<file path="src/verilog/apk_consts.vh">
/*
 Constants of the audio packetizer: buffer geometry, status codes,
 source sizes and serial receiver counts.
 Assumes inclusion by bare name from the packetizer design files.
*/
`ifndef APK_CONSTS_VH
`define APK_CONSTS_VH

// Buffer geometry
`define APK_ENTRY_W 36
`define APK_DATA_W 32
`define APK_CODE_W 4
`define APK_DEPTH 35
`define APK_FULL_LVL 6'h22
`define APK_AFULL_LVL 6'h20
`define APK_CNT_W 6
`define APK_PTR_W 6

// Status codes carried in the upper nibble
`define APK_CODE_FIELD_START 4'h6
`define APK_CODE_LINE_START 4'h2
`define APK_CODE_VALID 4'h1
`define APK_CODE_LINE_END1 4'hD
`define APK_CODE_LINE_END2 4'hE
`define APK_CODE_LINE_END3 4'hF
`define APK_CODE_LINE_END4 4'hA
`define APK_CODE_FIELD_END 4'hC

// Byte counts of one input unit
`define APK_NB_BYTE 3'h1
`define APK_NB_HALF 3'h2
`define APK_NB_WORD 3'h4

// Serial receiver counts
`define APK_SAMPLE_LAST 5'h0F
`define APK_BYTE_LAST 5'h07
`define APK_EDGE_CNT_MAX 6'h3F

// Capture states
`define APK_ST_IDLE 2'h0
`define APK_ST_FSTART 2'h1
`define APK_ST_RUN 2'h2
`define APK_ST_FEND 2'h3

`endif

</file>
<file path="src/verilog/apk_fifo_mem.v">
/*
 Storage of the audio buffer: a circular word memory with registered
 read data. Assumes the caller never writes when full nor reads when empty.
*/
`timescale 1ns/1ps
`default_nettype none
`include "apk_consts.vh"

module apk_fifo_mem #(
    parameter WIDTH = `APK_ENTRY_W,
    parameter DEPTH = `APK_DEPTH,
    parameter AW = `APK_PTR_W
) (
    // Clock and reset
    input wire clock,
    input wire resetn,
    input wire clear,
    // Write side
    input wire wr_en,
    input wire [WIDTH-1:0] wr_data,
    // Read side
    input wire rd_en,
    output reg [WIDTH-1:0] rd_data_q
);
    localparam [AW-1:0] LAST = DEPTH - 1;
    localparam [AW-1:0] ONE = 1;

    reg [WIDTH-1:0] mem [0:DEPTH-1];
    reg [AW-1:0] wr_ptr_q;
    reg [AW-1:0] rd_ptr_q;

    // Pointers wrap at the last entry, cleared with the buffer
    always @(posedge clock) begin
        if (!resetn || clear) begin
            wr_ptr_q <= {AW{1'b0}};
            rd_ptr_q <= {AW{1'b0}};
            rd_data_q <= {WIDTH{1'b0}};
        end else begin
            if (wr_en) begin
                wr_ptr_q <= (wr_ptr_q == LAST) ? {AW{1'b0}} : wr_ptr_q + ONE;
            end
            if (rd_en) begin
                rd_data_q <= mem[rd_ptr_q];
                rd_ptr_q <= (rd_ptr_q == LAST) ? {AW{1'b0}} : rd_ptr_q + ONE;
            end
        end
    end

    // Array itself holds no reset
    always @(posedge clock) begin
        if (wr_en) begin
            mem[wr_ptr_q] <= wr_data;
        end
    end
endmodule // apk_fifo_mem

`default_nettype wire

</file>
<file path="src/verilog/apk_packetizer.v">
/*
 Audio packetizer: serial audio receiver, digitizer input, word packer,
 line and field framing, and the audio buffer with its occupancy count.
 Assumes all control ports and the digitizer strobe are on clock; the
 three serial pins are asynchronous and are resampled here.
*/
`timescale 1ns/1ps
`default_nettype none
`include "apk_consts.vh"

// How it works
// - Buffer entries are 36 bits: 32 data bits under a 4-bit status nibble.
// - Buffer holds 35 entries; full flag at 34, almost-full flag at 32.
// - A push is always followed by at least one cycle without push.
// - Six-bit occupancy clears while buffer disabled, else counts pushes below 35 entries up, pops down.
// - Capture enable high makes the first word a field-start word, data unused.
// - A line over four bytes is a start word, middle valid words, then one end word; a shorter line is one end word.
// - Lines start word aligned; last word holds 1-4 right-justified bytes, code says count.
// - Line length governs end codes; bytes past the line end are dropped.
// - Sample width select picks 16-bit or byte digitizer units; halves pack little-endian.
// - In two-channel mode each sample pair forms one word.
// - After field_line_count lines a field-end word is written, then a new field.
// - Clearing capture enable stops only after the field-end word.
// - Buffer disable stops writes at once and restarts capture at field start.
// - Bit clock resampled by system clock; data and sync sampled on its edges.
// - Serial mode select: zero two-channel audio, one framed packet bytes.
// - Sampling edge select: zero rising, one falling bit-clock edge.
// - Channel order sets which sync edge leads; leading sample goes in low half.
// - First bit appears first_bit_delay bit clocks after each sync edge.
// - Bit order select: zero most significant first, one least significant first.
// - Surplus bit clocks between sync edges are ignored; gaps are tolerated.
// - Packet bytes every 8 bit clocks, only line length bytes per frame.
// - In packet mode channel order picks the frame sync edge.
module apk_packetizer #(
    parameter LEN_W = 12,
    parameter LINES_W = 10
) (
    // Clock and reset
    input wire clock,
    input wire resetn,
    // Serial pins
    input wire serial_bit_clock,
    input wire word_select_sync,
    input wire serial_audio_input,
    // Control
    input wire buffer_enable,
    input wire capture_enable_bit,
    input wire source_serial,
    input wire serial_mode_select,
    input wire sampling_edge_select,
    input wire channel_order_bit,
    input wire [4:0] first_bit_delay,
    input wire bit_order_select,
    input wire sample_width_select,
    input wire [LEN_W-1:0] line_byte_length,
    input wire [LINES_W-1:0] field_line_count,
    // Digitizer samples
    input wire digitizer_valid,
    input wire [15:0] digitizer_data,
    // Buffer drain
    input wire buffer_pop,
    output wire [`APK_ENTRY_W-1:0] buffer_data_q,
    output reg [`APK_CNT_W-1:0] buffer_count_q,
    output reg buffer_full_q,
    output reg buffer_almost_full_q,
    output reg buffer_push_q,
    output reg capture_active_q
);
    reg [2:0] sclk_s_q;
    reg [2:0] ws_s_q;
    reg [2:0] sd_s_q;
    reg sclk_f_q, ws_f_q, sd_f_q, sclk_p_q, ws_prev_q;
    reg [5:0] edge_cnt_q;
    reg [4:0] nbits_q;
    reg [15:0] shift_q;
    reg [15:0] lead_hold_q;
    reg lead_q, have_lead_q, frame_q;
    reg [LEN_W-1:0] frame_bytes_q;
    reg ser_v_q;
    reg [31:0] ser_d_q;
    reg [2:0] ser_nb_q;
    reg [1:0] state_q;
    reg [31:0] acc_q;
    reg [1:0] acc_n_q;
    reg [LEN_W-1:0] left_q;
    reg first_q;
    reg [LINES_W-1:0] lines_q;
    reg [`APK_ENTRY_W-1:0] pend_q;
    reg pend_v_q;
    wire sclk_rise, sclk_fall, samp, ws_edge, lead_edge, bit_ok;
    wire [5:0] cur_cnt;
    wire [15:0] shift_d;
    wire [7:0] byte_d;
    wire [15:0] sample_d;
    reg in_v;
    reg [31:0] in_d;
    reg [2:0] in_nb, eff, tot;
    reg [31:0] mask, merged;
    reg [`APK_CODE_W-1:0] end_code;
    wire last_of_line, push_d, wr_en, rd_en;
    reg [`APK_CNT_W-1:0] cnt_d;

    // Three-stage resampling; a level counts once stages two and three agree
    always @(posedge clock) begin
        if (!resetn) begin
            sclk_s_q <= 3'h0;
            ws_s_q <= 3'h0;
            sd_s_q <= 3'h0;
            sclk_f_q <= 1'b0;
            ws_f_q <= 1'b0;
            sd_f_q <= 1'b0;
            sclk_p_q <= 1'b0;
        end else begin
            sclk_s_q <= {sclk_s_q[1:0], serial_bit_clock};
            ws_s_q <= {ws_s_q[1:0], word_select_sync};
            sd_s_q <= {sd_s_q[1:0], serial_audio_input};
            if (sclk_s_q[1] == sclk_s_q[2]) sclk_f_q <= sclk_s_q[2];
            if (ws_s_q[1] == ws_s_q[2]) ws_f_q <= ws_s_q[2];
            if (sd_s_q[1] == sd_s_q[2]) sd_f_q <= sd_s_q[2];
            sclk_p_q <= sclk_f_q;
        end
    end

    // Edge finding on the resampled bit clock
    assign sclk_rise = sclk_f_q & ~sclk_p_q;
    assign sclk_fall = ~sclk_f_q & sclk_p_q;
    assign samp = sampling_edge_select ? sclk_fall : sclk_rise;
    // Leading or frame edge: rising when channel order is zero
    assign lead_edge = ws_f_q ^ channel_order_bit;
    assign ws_edge = (ws_f_q != ws_prev_q) & (~serial_mode_select | lead_edge);
    assign cur_cnt = ws_edge ? 6'h00 : ((edge_cnt_q == `APK_EDGE_CNT_MAX) ? edge_cnt_q : edge_cnt_q + 6'h01);
    assign bit_ok = (cur_cnt >= {1'b0, first_bit_delay});
    assign shift_d = bit_order_select ? {sd_f_q, shift_q[15:1]} : {shift_q[14:0], sd_f_q};
    assign byte_d = bit_order_select ? {sd_f_q, shift_q[7:1]} : {shift_q[6:0], sd_f_q};
    assign sample_d = shift_d;

    // Serial receiver: two-channel samples or framed packet bytes
    always @(posedge clock) begin
        if (!resetn || !buffer_enable) begin
            ws_prev_q <= 1'b0;
            edge_cnt_q <= `APK_EDGE_CNT_MAX;
            nbits_q <= 5'h00;
            shift_q <= 16'h0000;
            lead_hold_q <= 16'h0000;
            lead_q <= 1'b0;
            have_lead_q <= 1'b0;
            frame_q <= 1'b0;
            frame_bytes_q <= {LEN_W{1'b0}};
            ser_v_q <= 1'b0;
            ser_d_q <= 32'h00000000;
            ser_nb_q <= `APK_NB_WORD;
        end else begin
            ser_v_q <= 1'b0;
            if (samp) begin
                ws_prev_q <= ws_f_q;
                edge_cnt_q <= cur_cnt;
                if (ws_edge) begin
                    nbits_q <= 5'h00;
                    lead_q <= lead_edge;
                    frame_q <= (state_q == `APK_ST_RUN);
                    frame_bytes_q <= {LEN_W{1'b0}};
                end
                if (!serial_mode_select) begin
                    // Collect 16 bits then ignore surplus clocks
                    if (bit_ok && (ws_edge || nbits_q <= `APK_SAMPLE_LAST)) begin
                        shift_q <= shift_d;
                        nbits_q <= (ws_edge ? 5'h00 : nbits_q) + 5'h01;
                        if (!ws_edge && nbits_q == `APK_SAMPLE_LAST) begin
                            if (lead_q) begin
                                lead_hold_q <= sample_d;
                                have_lead_q <= 1'b1;
                            end else if (have_lead_q) begin
                                ser_v_q <= 1'b1;
                                ser_d_q <= {sample_d, lead_hold_q};
                                ser_nb_q <= `APK_NB_WORD;
                                have_lead_q <= 1'b0;
                            end
                        end
                    end
                end else if ((ws_edge ? (state_q == `APK_ST_RUN) : (frame_q && frame_bytes_q != line_byte_length)) &&
                             bit_ok) begin
                    // Byte every eight bit clocks inside the frame; a bit on the sync edge counts as the first
                    shift_q <= {8'h00, byte_d};
                    nbits_q <= ws_edge ? 5'h01 : ((nbits_q == `APK_BYTE_LAST) ? 5'h00 : nbits_q + 5'h01);
                    if (!ws_edge && nbits_q == `APK_BYTE_LAST) begin
                        ser_v_q <= 1'b1;
                        ser_d_q <= {24'h000000, byte_d};
                        ser_nb_q <= `APK_NB_BYTE;
                        frame_bytes_q <= frame_bytes_q + {{(LEN_W-1){1'b0}}, 1'b1};
                    end
                end
            end
        end
    end

    // Source choice and unit size
    always @* begin
        if (source_serial) begin
            in_v = ser_v_q;
            in_d = ser_d_q;
            in_nb = ser_nb_q;
        end else begin
            in_v = digitizer_valid;
            in_d = sample_width_select ? {24'h000000, digitizer_data[7:0]} : {16'h0000, digitizer_data};
            in_nb = sample_width_select ? `APK_NB_BYTE : `APK_NB_HALF;
        end
    end

    // Packing arithmetic: bytes past the line end are cut off
    always @* begin
        eff = ({{(LEN_W-3){1'b0}}, in_nb} > left_q) ? left_q[2:0] : in_nb;
        tot = {1'b0, acc_n_q} + eff;
        case (eff)
            3'h1: mask = 32'h000000FF;
            3'h2: mask = 32'h0000FFFF;
            3'h3: mask = 32'h00FFFFFF;
            default: mask = 32'hFFFFFFFF;
        endcase
        merged = acc_q | ((in_d & mask) << {acc_n_q, 3'h0});
        case (tot)
            3'h1: end_code = `APK_CODE_LINE_END1;
            3'h2: end_code = `APK_CODE_LINE_END2;
            3'h3: end_code = `APK_CODE_LINE_END3;
            default: end_code = `APK_CODE_LINE_END4;
        endcase
    end
    assign last_of_line = ({{(LEN_W-3){1'b0}}, eff} == left_q);

    // Capture sequence: field start, lines, field end
    always @(posedge clock) begin
        if (!resetn || !buffer_enable) begin
            state_q <= `APK_ST_IDLE;
            acc_q <= 32'h00000000;
            acc_n_q <= 2'h0;
            left_q <= {LEN_W{1'b0}};
            first_q <= 1'b1;
            lines_q <= {LINES_W{1'b0}};
            pend_q <= {`APK_ENTRY_W{1'b0}};
            pend_v_q <= 1'b0;
            capture_active_q <= 1'b0;
        end else begin
            if (push_d) pend_v_q <= 1'b0;
            capture_active_q <= (state_q != `APK_ST_IDLE);
            case (state_q)
                `APK_ST_IDLE: begin
                    if (capture_enable_bit) state_q <= `APK_ST_FSTART;
                end
                `APK_ST_FSTART: begin
                    if (!pend_v_q) begin
                        pend_q <= {`APK_CODE_FIELD_START, 32'h00000000};
                        pend_v_q <= 1'b1;
                        acc_q <= 32'h00000000;
                        acc_n_q <= 2'h0;
                        left_q <= line_byte_length;
                        first_q <= 1'b1;
                        lines_q <= {LINES_W{1'b0}};
                        state_q <= `APK_ST_RUN;
                    end
                end
                `APK_ST_RUN: begin
                    if (in_v && !pend_v_q && left_q != {LEN_W{1'b0}}) begin
                        left_q <= left_q - {{(LEN_W-3){1'b0}}, eff};
                        if (last_of_line || tot[2]) begin
                            pend_v_q <= 1'b1;
                            acc_q <= 32'h00000000;
                            acc_n_q <= 2'h0;
                            first_q <= 1'b0;
                            if (last_of_line) begin
                                pend_q <= {end_code, merged};
                                left_q <= line_byte_length;
                                first_q <= 1'b1;
                                lines_q <= lines_q + {{(LINES_W-1){1'b0}}, 1'b1};
                                if (lines_q + {{(LINES_W-1){1'b0}}, 1'b1} == field_line_count) begin
                                    state_q <= `APK_ST_FEND;
                                end
                            end else begin
                                pend_q <= {first_q ? `APK_CODE_LINE_START : `APK_CODE_VALID, merged};
                            end
                        end else begin
                            acc_q <= merged;
                            acc_n_q <= tot[1:0];
                        end
                    end
                end
                `APK_ST_FEND: begin
                    if (!pend_v_q) begin
                        pend_q <= {`APK_CODE_FIELD_END, 32'h00000000};
                        pend_v_q <= 1'b1;
                        state_q <= capture_enable_bit ? `APK_ST_FSTART : `APK_ST_IDLE;
                    end
                end
                default: state_q <= `APK_ST_IDLE;
            endcase
        end
    end

    // Push spacing: never two pushes on adjacent cycles
    assign push_d = pend_v_q & ~buffer_push_q;
    assign wr_en = push_d & buffer_enable & (buffer_count_q < `APK_DEPTH);
    assign rd_en = buffer_pop & (buffer_count_q != {`APK_CNT_W{1'b0}});

    // Occupancy count and threshold flags
    always @* begin
        cnt_d = buffer_count_q;
        if (wr_en && !rd_en) cnt_d = buffer_count_q + 6'h01;
        if (rd_en && !wr_en) cnt_d = buffer_count_q - 6'h01;
    end
    always @(posedge clock) begin
        if (!resetn || !buffer_enable) begin
            buffer_count_q <= {`APK_CNT_W{1'b0}};
            buffer_full_q <= 1'b0;
            buffer_almost_full_q <= 1'b0;
            buffer_push_q <= 1'b0;
        end else begin
            buffer_count_q <= cnt_d;
            buffer_full_q <= (cnt_d >= `APK_FULL_LVL);
            buffer_almost_full_q <= (cnt_d >= `APK_AFULL_LVL);
            buffer_push_q <= push_d;
        end
    end

    // Buffer storage, 36 by 35
    apk_fifo_mem #(
        .WIDTH(`APK_ENTRY_W),
        .DEPTH(`APK_DEPTH),
        .AW(`APK_PTR_W)
    ) u_mem (
        .clock(clock),
        .resetn(resetn),
        .clear(~buffer_enable),
        .wr_en(wr_en),
        .wr_data(pend_q),
        .rd_en(rd_en),
        .rd_data_q(buffer_data_q)
    );
endmodule // apk_packetizer

`default_nettype wire

</file>
<file path="config.mk">
export PLATFORM = sky130hd
export DESIGN_NAME = apk_packetizer
export DESIGN_NICKNAME = d
export VERILOG_FILES = /design/src/verilog/apk_fifo_mem.v /design/src/verilog/apk_packetizer.v
export VERILOG_INCLUDE_DIRS = /design/src /design/src/verilog
export SDC_FILE = /design/constraint.sdc
export NUM_CORES = 2
export LEC_CHECK = 0
export BUFFER_PORTS_ARGS = -buffer_cell sky130_fd_sc_hd__buf_4
export CORE_UTILIZATION = 45
export DETAILED_ROUTE_END_ITERATION = 8
export HOLD_SLACK_MARGIN = 0.08
export PLACE_DENSITY_LB_ADDON = 0.15
export SYNTH_ARGS = -nofsm -noshare
export SYNTH_HDL_FRONTEND = slang
export SYNTH_SLANG_ARGS = --single-unit
</file>
<file path="constraint.sdc">
create_clock -name clock -period 4.65 [get_ports clock]
set_clock_uncertainty 0.15 [all_clocks]
set_input_delay 0.2325 -clock clock [delete_from_list [all_inputs] [get_ports clock]]
set_output_delay 0.2325 -clock clock [all_outputs]
set_load 0.01 [all_outputs]
</file>
# Word-level counts from Yosys, hierarchy flattened
# Memory sizes are Yosys's and may differ from the RTL's. A register that Yosys moved wholly into a read port is not among the register bits.
# Index checks and enable logic that the tools add are counted.
# W data, S select, Z words.
totals:
  out_inout_bits: 46
  ram_bits: 1260
  rom_bits: 0
  regBits: 226
  latchBits: 0
  memories: 1
mem_list:
  columns: ["name", "words", "width", "rd", "rd_clocked_by_memory_dff", "wr", "line_no", "source"]
  rows:
  - ["u_mem.mem", 35, 36, 1, 1, 1, "apk_fifo_mem.v:28", "reg [WIDTH-1:0] mem [0:DEPTH-1];"]
classes:
  div_mod_pow: 0
  shifts: 1
  n_bitwise: 17
  mux: 99
  reduce_logical: 40
  mul: 0
  magnitude_cmp: 6
  n_eq_ne: 31
  addsub: 11
op_table:
  columns: ["cell", "n"]
  rows:
  - ["$mux W32", 11]
  - ["$mux W36", 5]
  - ["$pmux W36 S3", 1]
  - ["$mux W12", 8]
  - ["$pmux W32 S3", 1]
  - ["$mux W16", 5]
  - ["$pmux W32 S2", 1]
  - ["$mux W10", 4]
  - ["$mux W6", 6]
  - ["$and A32 B32 Y32", 1]
  - ["$or A32 B32 Y32", 1]
  - ["$shl A32 B5 Y32", 1]
  - ["$mux W5", 6]
  - ["$mux W3", 9]
  - ["$add A6 B1 Y6 const B", 4]
  - ["$mux W2", 12]
  - ["$pmux W12 S2", 1]
  - ["$mux W1", 22]
  - ["$pmux W10 S2", 1]
  - ["$eq A6 B6 Y1 const B", 3]
  - ["$reduce_and A5 Y1", 3]
  - ["$reduce_and A7 Y1", 2]
  - ["$add A12 B1 Y12 const B", 1]
  - ["$eq A3 B12 Y1", 1]
  - ["43 further kinds", 95]

# Longest topological paths before layout
logic_depth:
  ltp_word: 13
  depth_mapped: 19
  ltp_nobuf: 17

# By module
# A second synthesis with hierarchy kept.
unflattened:
  cells_unflattened: 3827
  area_unflattened_um2: 60915.9
by_module_without_submodules:
  columns: ["module", "area_each_um2", "instances", "cells_each"]
  rows:
  - ["apk_fifo_mem", 49942.9, 1, 2522]
  - ["apk_packetizer", 10973.0, 1, 1305]

# Least setup slack after synthesis
# Ideal clock, no wire load.
synth_timing:
  path_type: "register to register"
  startpoint: "register left_q[2]"
  endpoint: "register pend_q[33]"
  period_less_slack_ns: 4.438
  path_slack_ns: 0.212
  path_stages_with_launch: 15
  arrival_time_ns: 4.167
  cell_sequence: "dfxtp_1 -> buf_1 -> inv_1 -> ha_1 -> or4b_1 -> o2bb2ai_2 -> o21ai_2 -> nor2_1 -> a21oi_1 -> ha_1 -> fa_1 -> or3_1 -> a211oi_1 -> a211oi_1 -> o311a_1"
synth_via:
  elab_chain_len: 9
  word_cells_on_any_way: 18
  classes_between: "1 x add/sub; 1 x order compare; 6 x eq/ne; 6 x mux; 4 x reduce/logical"
synth_rtl:
  columns: ["item", "line_no", "source"]
  rows:
  - ["from (decl)", "apk_packetizer.v:85", "reg [LEN_W-1:0] left_q;"]
  - ["from (signal assigned)", "apk_packetizer.v:235", "left_q <= {LEN_W{1'b0}};"]
  - ["from (signal assigned)", "apk_packetizer.v:254", "left_q <= line_byte_length;"]
  - ["from (signal assigned)", "apk_packetizer.v:262", "left_q <= left_q - {{(LEN_W-3){1'b0}}, eff};"]
  - ["$gt A3 B12 Y1", "apk_packetizer.v:211", "eff = ({{(LEN_W-3){1'b0}}, in_nb} > left_q) ? left_q[2:0] : in_nb;"]
  - ["$mux W3", "apk_packetizer.v:211", null]
  - ["$add A2 B3 Y3", "apk_packetizer.v:212", "tot = {1'b0, acc_n_q} + eff;"]
  - ["$eq A3 B2 Y1 or $eq A3 B1 Y1 (tied branches)", "apk_packetizer.v:220", "case (tot)"]
  - ["$pmux W3 S3", "apk_packetizer.v:220", null]
  - ["$mux W36", "apk_packetizer.v:268", "if (last_of_line) begin"]
  - ["$mux W36", "apk_packetizer.v:263", "if (last_of_line || tot[2]) begin"]
  - ["$mux W36", "apk_packetizer.v:261", "if (in_v && !pend_v_q && left_q != {LEN_W{1'b0}}) begin"]
  - ["$pmux W36 S3", "apk_packetizer.v:244", "case (state_q)"]
  - ["to (signal assigned)", "apk_packetizer.v:250", "pend_q <= {`APK_CODE_FIELD_START, 32'h00000000};"]
  - ["to (signal assigned)", "apk_packetizer.v:269", "pend_q <= {end_code, merged};"]
  - ["to (signal assigned)", "apk_packetizer.v:277", "pend_q <= {first_q ? `APK_CODE_LINE_START : `APK_CODE_VALID, merged};"]
  - ["to (decl)", "apk_packetizer.v:88", "reg [`APK_ENTRY_W-1:0] pend_q;"]
# Parallel ways exist; a longest one is shown, timed or not. The select of a mux whose other input is x is not followed.
# A chain may end at the register's enable or synchronous reset.

# Worst setup path after layout
layout_timing:
  startpoint: "register ser_nb_q[2]"
  endpoint: "register state_q[1]"
layout_via:
  elab_chain_len: 7
  word_cells_on_any_way: 9
  classes_between: "1 x add/sub; 1 x order compare; 3 x eq/ne; 2 x mux; 2 x reduce/logical"
layout_rtl:
  columns: ["item", "line_no", "source"]
  rows:
  - ["from (decl)", "apk_packetizer.v:81", "reg [2:0] ser_nb_q;"]
  - ["from (signal assigned)", "apk_packetizer.v:151", "ser_nb_q <= `APK_NB_WORD;"]
  - ["from (signal assigned)", "apk_packetizer.v:175", "ser_nb_q <= `APK_NB_WORD;"]
  - ["from (signal assigned)", "apk_packetizer.v:188", "ser_nb_q <= `APK_NB_BYTE;"]
  - ["$mux W3 (*)", "apk_packetizer.v:198", "if (source_serial) begin"]
  - ["$gt A3 B12 Y1", "apk_packetizer.v:211", null]
  - ["$mux W3 (*)", "apk_packetizer.v:211", null]
  - ["$add A2 B3 Y3 or $eq A3 B12 Y1 (tied branches)", "apk_packetizer.v:212, apk_packetizer.v:227", null]
  - ["$logic_or A1 B1 Y1", "apk_packetizer.v:263", null]
  - ["$ne A2 B1 Y1 (no source line)", null, null]
  - ["$reduce_and A7 Y1 (no source line) (*)", null, null]
  - ["to (signal assigned)", "apk_packetizer.v:232", "state_q <= `APK_ST_IDLE;"]
  - ["to (signal assigned)", "apk_packetizer.v:257", "state_q <= `APK_ST_RUN;"]
  - ["to (signal assigned)", "apk_packetizer.v:274", "state_q <= `APK_ST_FEND;"]
  - ["to (decl)", "apk_packetizer.v:82", "reg [1:0] state_q;"]
# Mark *: on every way between the ends. The rest lies on a longest branch, timed or not.

==> impl_results.rst <==
.. list-table::
   :header-rows: 1

   * - Metric
     - Value
   * - Global-route total usage across every layer
     - 0.233
   * - Via density per instance
     - 5.94
   * - Number of synthesized register bits
     - 1,521
   * - Clock Tree Buf Depth
     - 3
   * - Floorplan die width
     - 369 um
   * - Number of buffers added by the clock tree synthesis step
     - 160
   * - Synthesis-to-layout area growth
     - 15.7%
   * - Routed wire per std cell
     - 28.1 um
   * - End of the worst register-to-register path
     - state_q[1]
   * - Worst path arrival time
     - 4.83 ns
   * - Number of unique standard cell types used by synthesis
     - 94
   * - Total number of vias
     - 33,300
   * - Yosys top cell by area
     - edfxtp_1
   * - Net Count, Synth
     - 3,540
   * - Antenna violations before repair
     - 3
   * - Total wirelength of the detailed-routed design
     - 157,000 um
   * - RD Place Congestion
     - 0.840
   * - Synth warnings
     - 0
   * - Number of fill cells in the layout
     - 10,500
   * - Number of global-route vias before repair
     - 33,700
   * - Detailed router's first-iteration violation count
     - 3,174
   * - Post-layout minimum cycle time
     - 4.30 ns
   * - Share of the synthesized area in the top cell type
     - 0.624
   * - Number of instances in the synthesized netlist
     - 3,453
   * - Drt drc
     - 4
   * - Fin crit share
     - 0.924
   * - Max-slew violation count
     - 0
   * - F_max
     - 233 MHz
   * - Total power
     - 28.9 mW
   * - Unrepaired setup endpoints after global routing
     - no
   * - CTS H-tree depth
     - 4
   * - Net count reported at finish
     - 3,787
   * - Max Cap Viol
     - 0
   * - Layout cells sized above 1
     - 0.244
   * - First-pass GRT wire length
     - 230,000 um
   * - Count of nets left with antenna violations after detail routing
     - 0
   * - Share of flip-flops with an asynchronous set or reset after synthesis
     - 0
   * - CTS tree
     - yes
   * - Reg2Reg Launch Point
     - ser_nb_q[2]
   * - End point of the critical path
     - state_q[1]
   * - Status
     - finished, violations left
   * - Standard-cell rows
     - 134
   * - Critical path fanouts, max
     - 10
   * - Critical path start-end classification
     - reg -> reg
   * - Min-Delay Path Class
     - in -> reg
   * - Initial Util
     - 0.454
   * - Pin count of the biggest net entering global routing
     - 101
   * - Total grt overflow
     - 0
   * - VDD IR-drop max
     - 0.349 mV
   * - Post-synth top flop
     - edfxtp_1
   * - DP Wirelength
     - 91,800 um
   * - Most frequently used cell type in the post-synthesis netlist
     - edfxtp_1
   * - Pwr/cell area
     - 411 nW/um2
   * - LEAKAGE
     - 21.0 nW
   * - Slew at the pin with the worst max-slew slack
     - 1.38 ns
   * - Synth cell count leaders
     - 1,260 x edfxtp_1, 360 x mux4_2, 261 x dfxtp_1, 199 x nor2_1, 197 x nand2_1
   * - Internal reg-to-reg setup slack
     - 0.35 ns
   * - Crit path from
     - ser_nb_q[2]
   * - Setup total negative slack
     - 0 ns
   * - Sequential area share after synthesis
     - 0.710
   * - Number of enable flip-flop cells after synthesis
     - 1,260
   * - Netlist area before placement
     - 60,600 um2
   * - Number of cells on the worst reg-to-reg path
     - 16
   * - Count of input and output buffers
     - 103
   * - Cells taking the most area after synthesis
     - edfxtp_1 62%, mux4_2 13%, dfxtp_1 8.6%, mux2i_1 1.8%, nor2_1 1.2%
   * - Final setup violating endpoints
     - 0
   * - Failing checks
     - DRC
   * - Relative slew slack
     - 0.0754
   * - Element type at the critical path start
     - flip-flop
   * - Height of the die
     - 369 um
   * - Clock net sink count
     - 1,521
   * - Final count of hold timing violations
     - 0
   * - Clock Root Buffer
     - clkbuf_16
   * - Endpoint type of the worst setup path
     - flip-flop
   * - Clock slew seen by the registers of the worst setup and hold paths
     - 0.06 ns
   * - Critical path data required time
     - 5.19 ns
   * - Clock latency at the later pin of the worst-skew pair
     - 0.80 ns
   * - Number of iterations in the first detailed-routing pass
     - 7
   * - Core box area
     - 134,000 um2
   * - Mean instance size in the synthesized netlist
     - 17.6 um2
   * - I/O pin cnt
     - 104
   * - Full die area
     - 136,000 um2
==> per-layer routing <==
| layer | part of all wire | vias up | track usage |
|---|---|---|---|
| met2 | 0.50 | 1131 | 0.391 |
| li1 | - | 14400 | - |
| met5 | 0 | - | 0 |
| met1 | 0.42 | 17500 | 0.318 |
| met3 | 0.055 | 217 | 0.0355 |
| met4 | 0.020 | 0 | 0.0622 |
==> layout make-up <==
class                           count  area [um2]  share of cell area
Antenna cell                        1        2.50           0.0000357
Clock buffer                      225        4520              0.0644
Clock inverter                     67         639             0.00912
Inverter                           38         143             0.00203
Multi-Input combinational cell   1691       17000               0.242
Sequential cell                  1521       43100               0.614
Tap cell                         1768        2210              0.0315
Timing Repair Buffer              288        2590              0.0369
==> registers in the layout, summed over array words and instances (netlist names), 2 cells and up <==
| register | cells |
|---|---|
| sclk_s_q | 3 |
| state_q | 2 |
| lead_hold_q | 16 |
| acc_q | 32 |
| left_q | 12 |
| sd_s_q | 3 |
| u_mem.rd_data_q | 36 |
| lines_q | 10 |
| u_mem.rd_ptr_q | 6 |
| frame_bytes_q | 12 |
| ws_s_q | 3 |
| buffer_count_q | 6 |
| nbits_q | 5 |
| ser_nb_q | 2 |
| ser_d_q | 32 |
| pend_q | 36 |
| acc_n_q | 2 |
| edge_cnt_q | 6 |
| u_mem.wr_ptr_q | 6 |
| shift_q | 16 |
| u_mem.mem | 1260 |
==> worst max-delay path, stage by stage, from the launching register on <==
cell and delay, ns:
dfxtp_1 0.36, nand2_2 0.14, inv_1 0.11, ha_1 0.33, or4b_1 0.51, o2bb2ai_2 0.20, o21ai_2 0.17, nor2_1 0.13
a21oi_1 0.08, ha_1 0.31, inv_1 0.07, nor4_4 0.35, o41a_1 0.30, buf_4 0.14, a41oi_1 0.17, or3b_2 0.51
a21oi_1 0.15
==> metrics by stage <==
step / instance area (um2) / setup slack, ns / hold WS, ns / cells / util
after global placement: 64400 / 0.247 / 0.270 / 5254 / 0.482
after CTS: 70100 / 0.191 / 0.0824 / 5594 / 0.524
after detailed placement: 64400 / 0.159 / 0.274 / 5254 / 0.482
after floorplan: 60600 / 0.212 / 0.210 / 3453 / -
final: 70100 / 0.355 / 0.154 / 5599 / 0.525
after global routing: 70100 / 0.0673 / 0.139 / 5599 / 0.525
==> layout by cell type, fill, tap and decap left out, types with 48 or more instances in the layout <==
master | synthesis | routed
a21oi_1 | 103 | 102
buf_4 | 4 | 215
a22o_1 | 77 | 77
o21ai_0 | 123 | 123
edfxtp_1 | 1260 | 1260
dlygate4sd3_1 | 0 | 48
dfxtp_1 | 261 | 254
mux4_2 | 360 | 360
nand2_1 | 197 | 195
clkbuf_16 | 0 | 167
nor2_1 | 199 | 162
mux2i_1 | 108 | 108
nand3_1 | 59 | 59
==> worst min-delay path by stage <==
stage                                    from           to  slack (ns)  cells after the start
final                     line_byte_length[1]    left_q[1]        0.15                      4
after global routing      line_byte_length[1]    left_q[1]        0.14                      4
after CTS                 line_byte_length[1]    left_q[1]        0.08                      4
after detailed placement            sd_s_q[0]    sd_s_q[1]        0.27                      1
after global placement              sd_s_q[0]    sd_s_q[1]        0.27                      1
after floorplan              serial_bit_clock  sclk_s_q[0]        0.21                      1
==> cells by family after synthesis <==
family,synth area share
flops,0.710
simple gates,0.0481
compound gates,0.0592
mux,0.153
buf+inv,0.0156
xor+xnor,0.00737
fa+ha+maj,0.00627
==> what timing repair did <==
| action | CTS | global route |
|---|---|---|
| setup endpoints to repair | 0 | 49 |
| buffers inserted | 0 | 4 |
| hold buffers | 48 | 0 |
| resized for setup | 0 | 6 |
| hold endpoints to repair | 165 | 0 |
==> power breakdown <==
group / leakage, nW / switching, mW / internal [mW]
Combinational: 5.63 / 0.920 / 0.724
Sequential: 12.8 / 0.0634 / 14.6
Clock: 2.52 / 5.26 / 7.29
Total: 21.0 / 6.24 / 22.6
No activity file was read; power rests on OpenSTA's default activity.
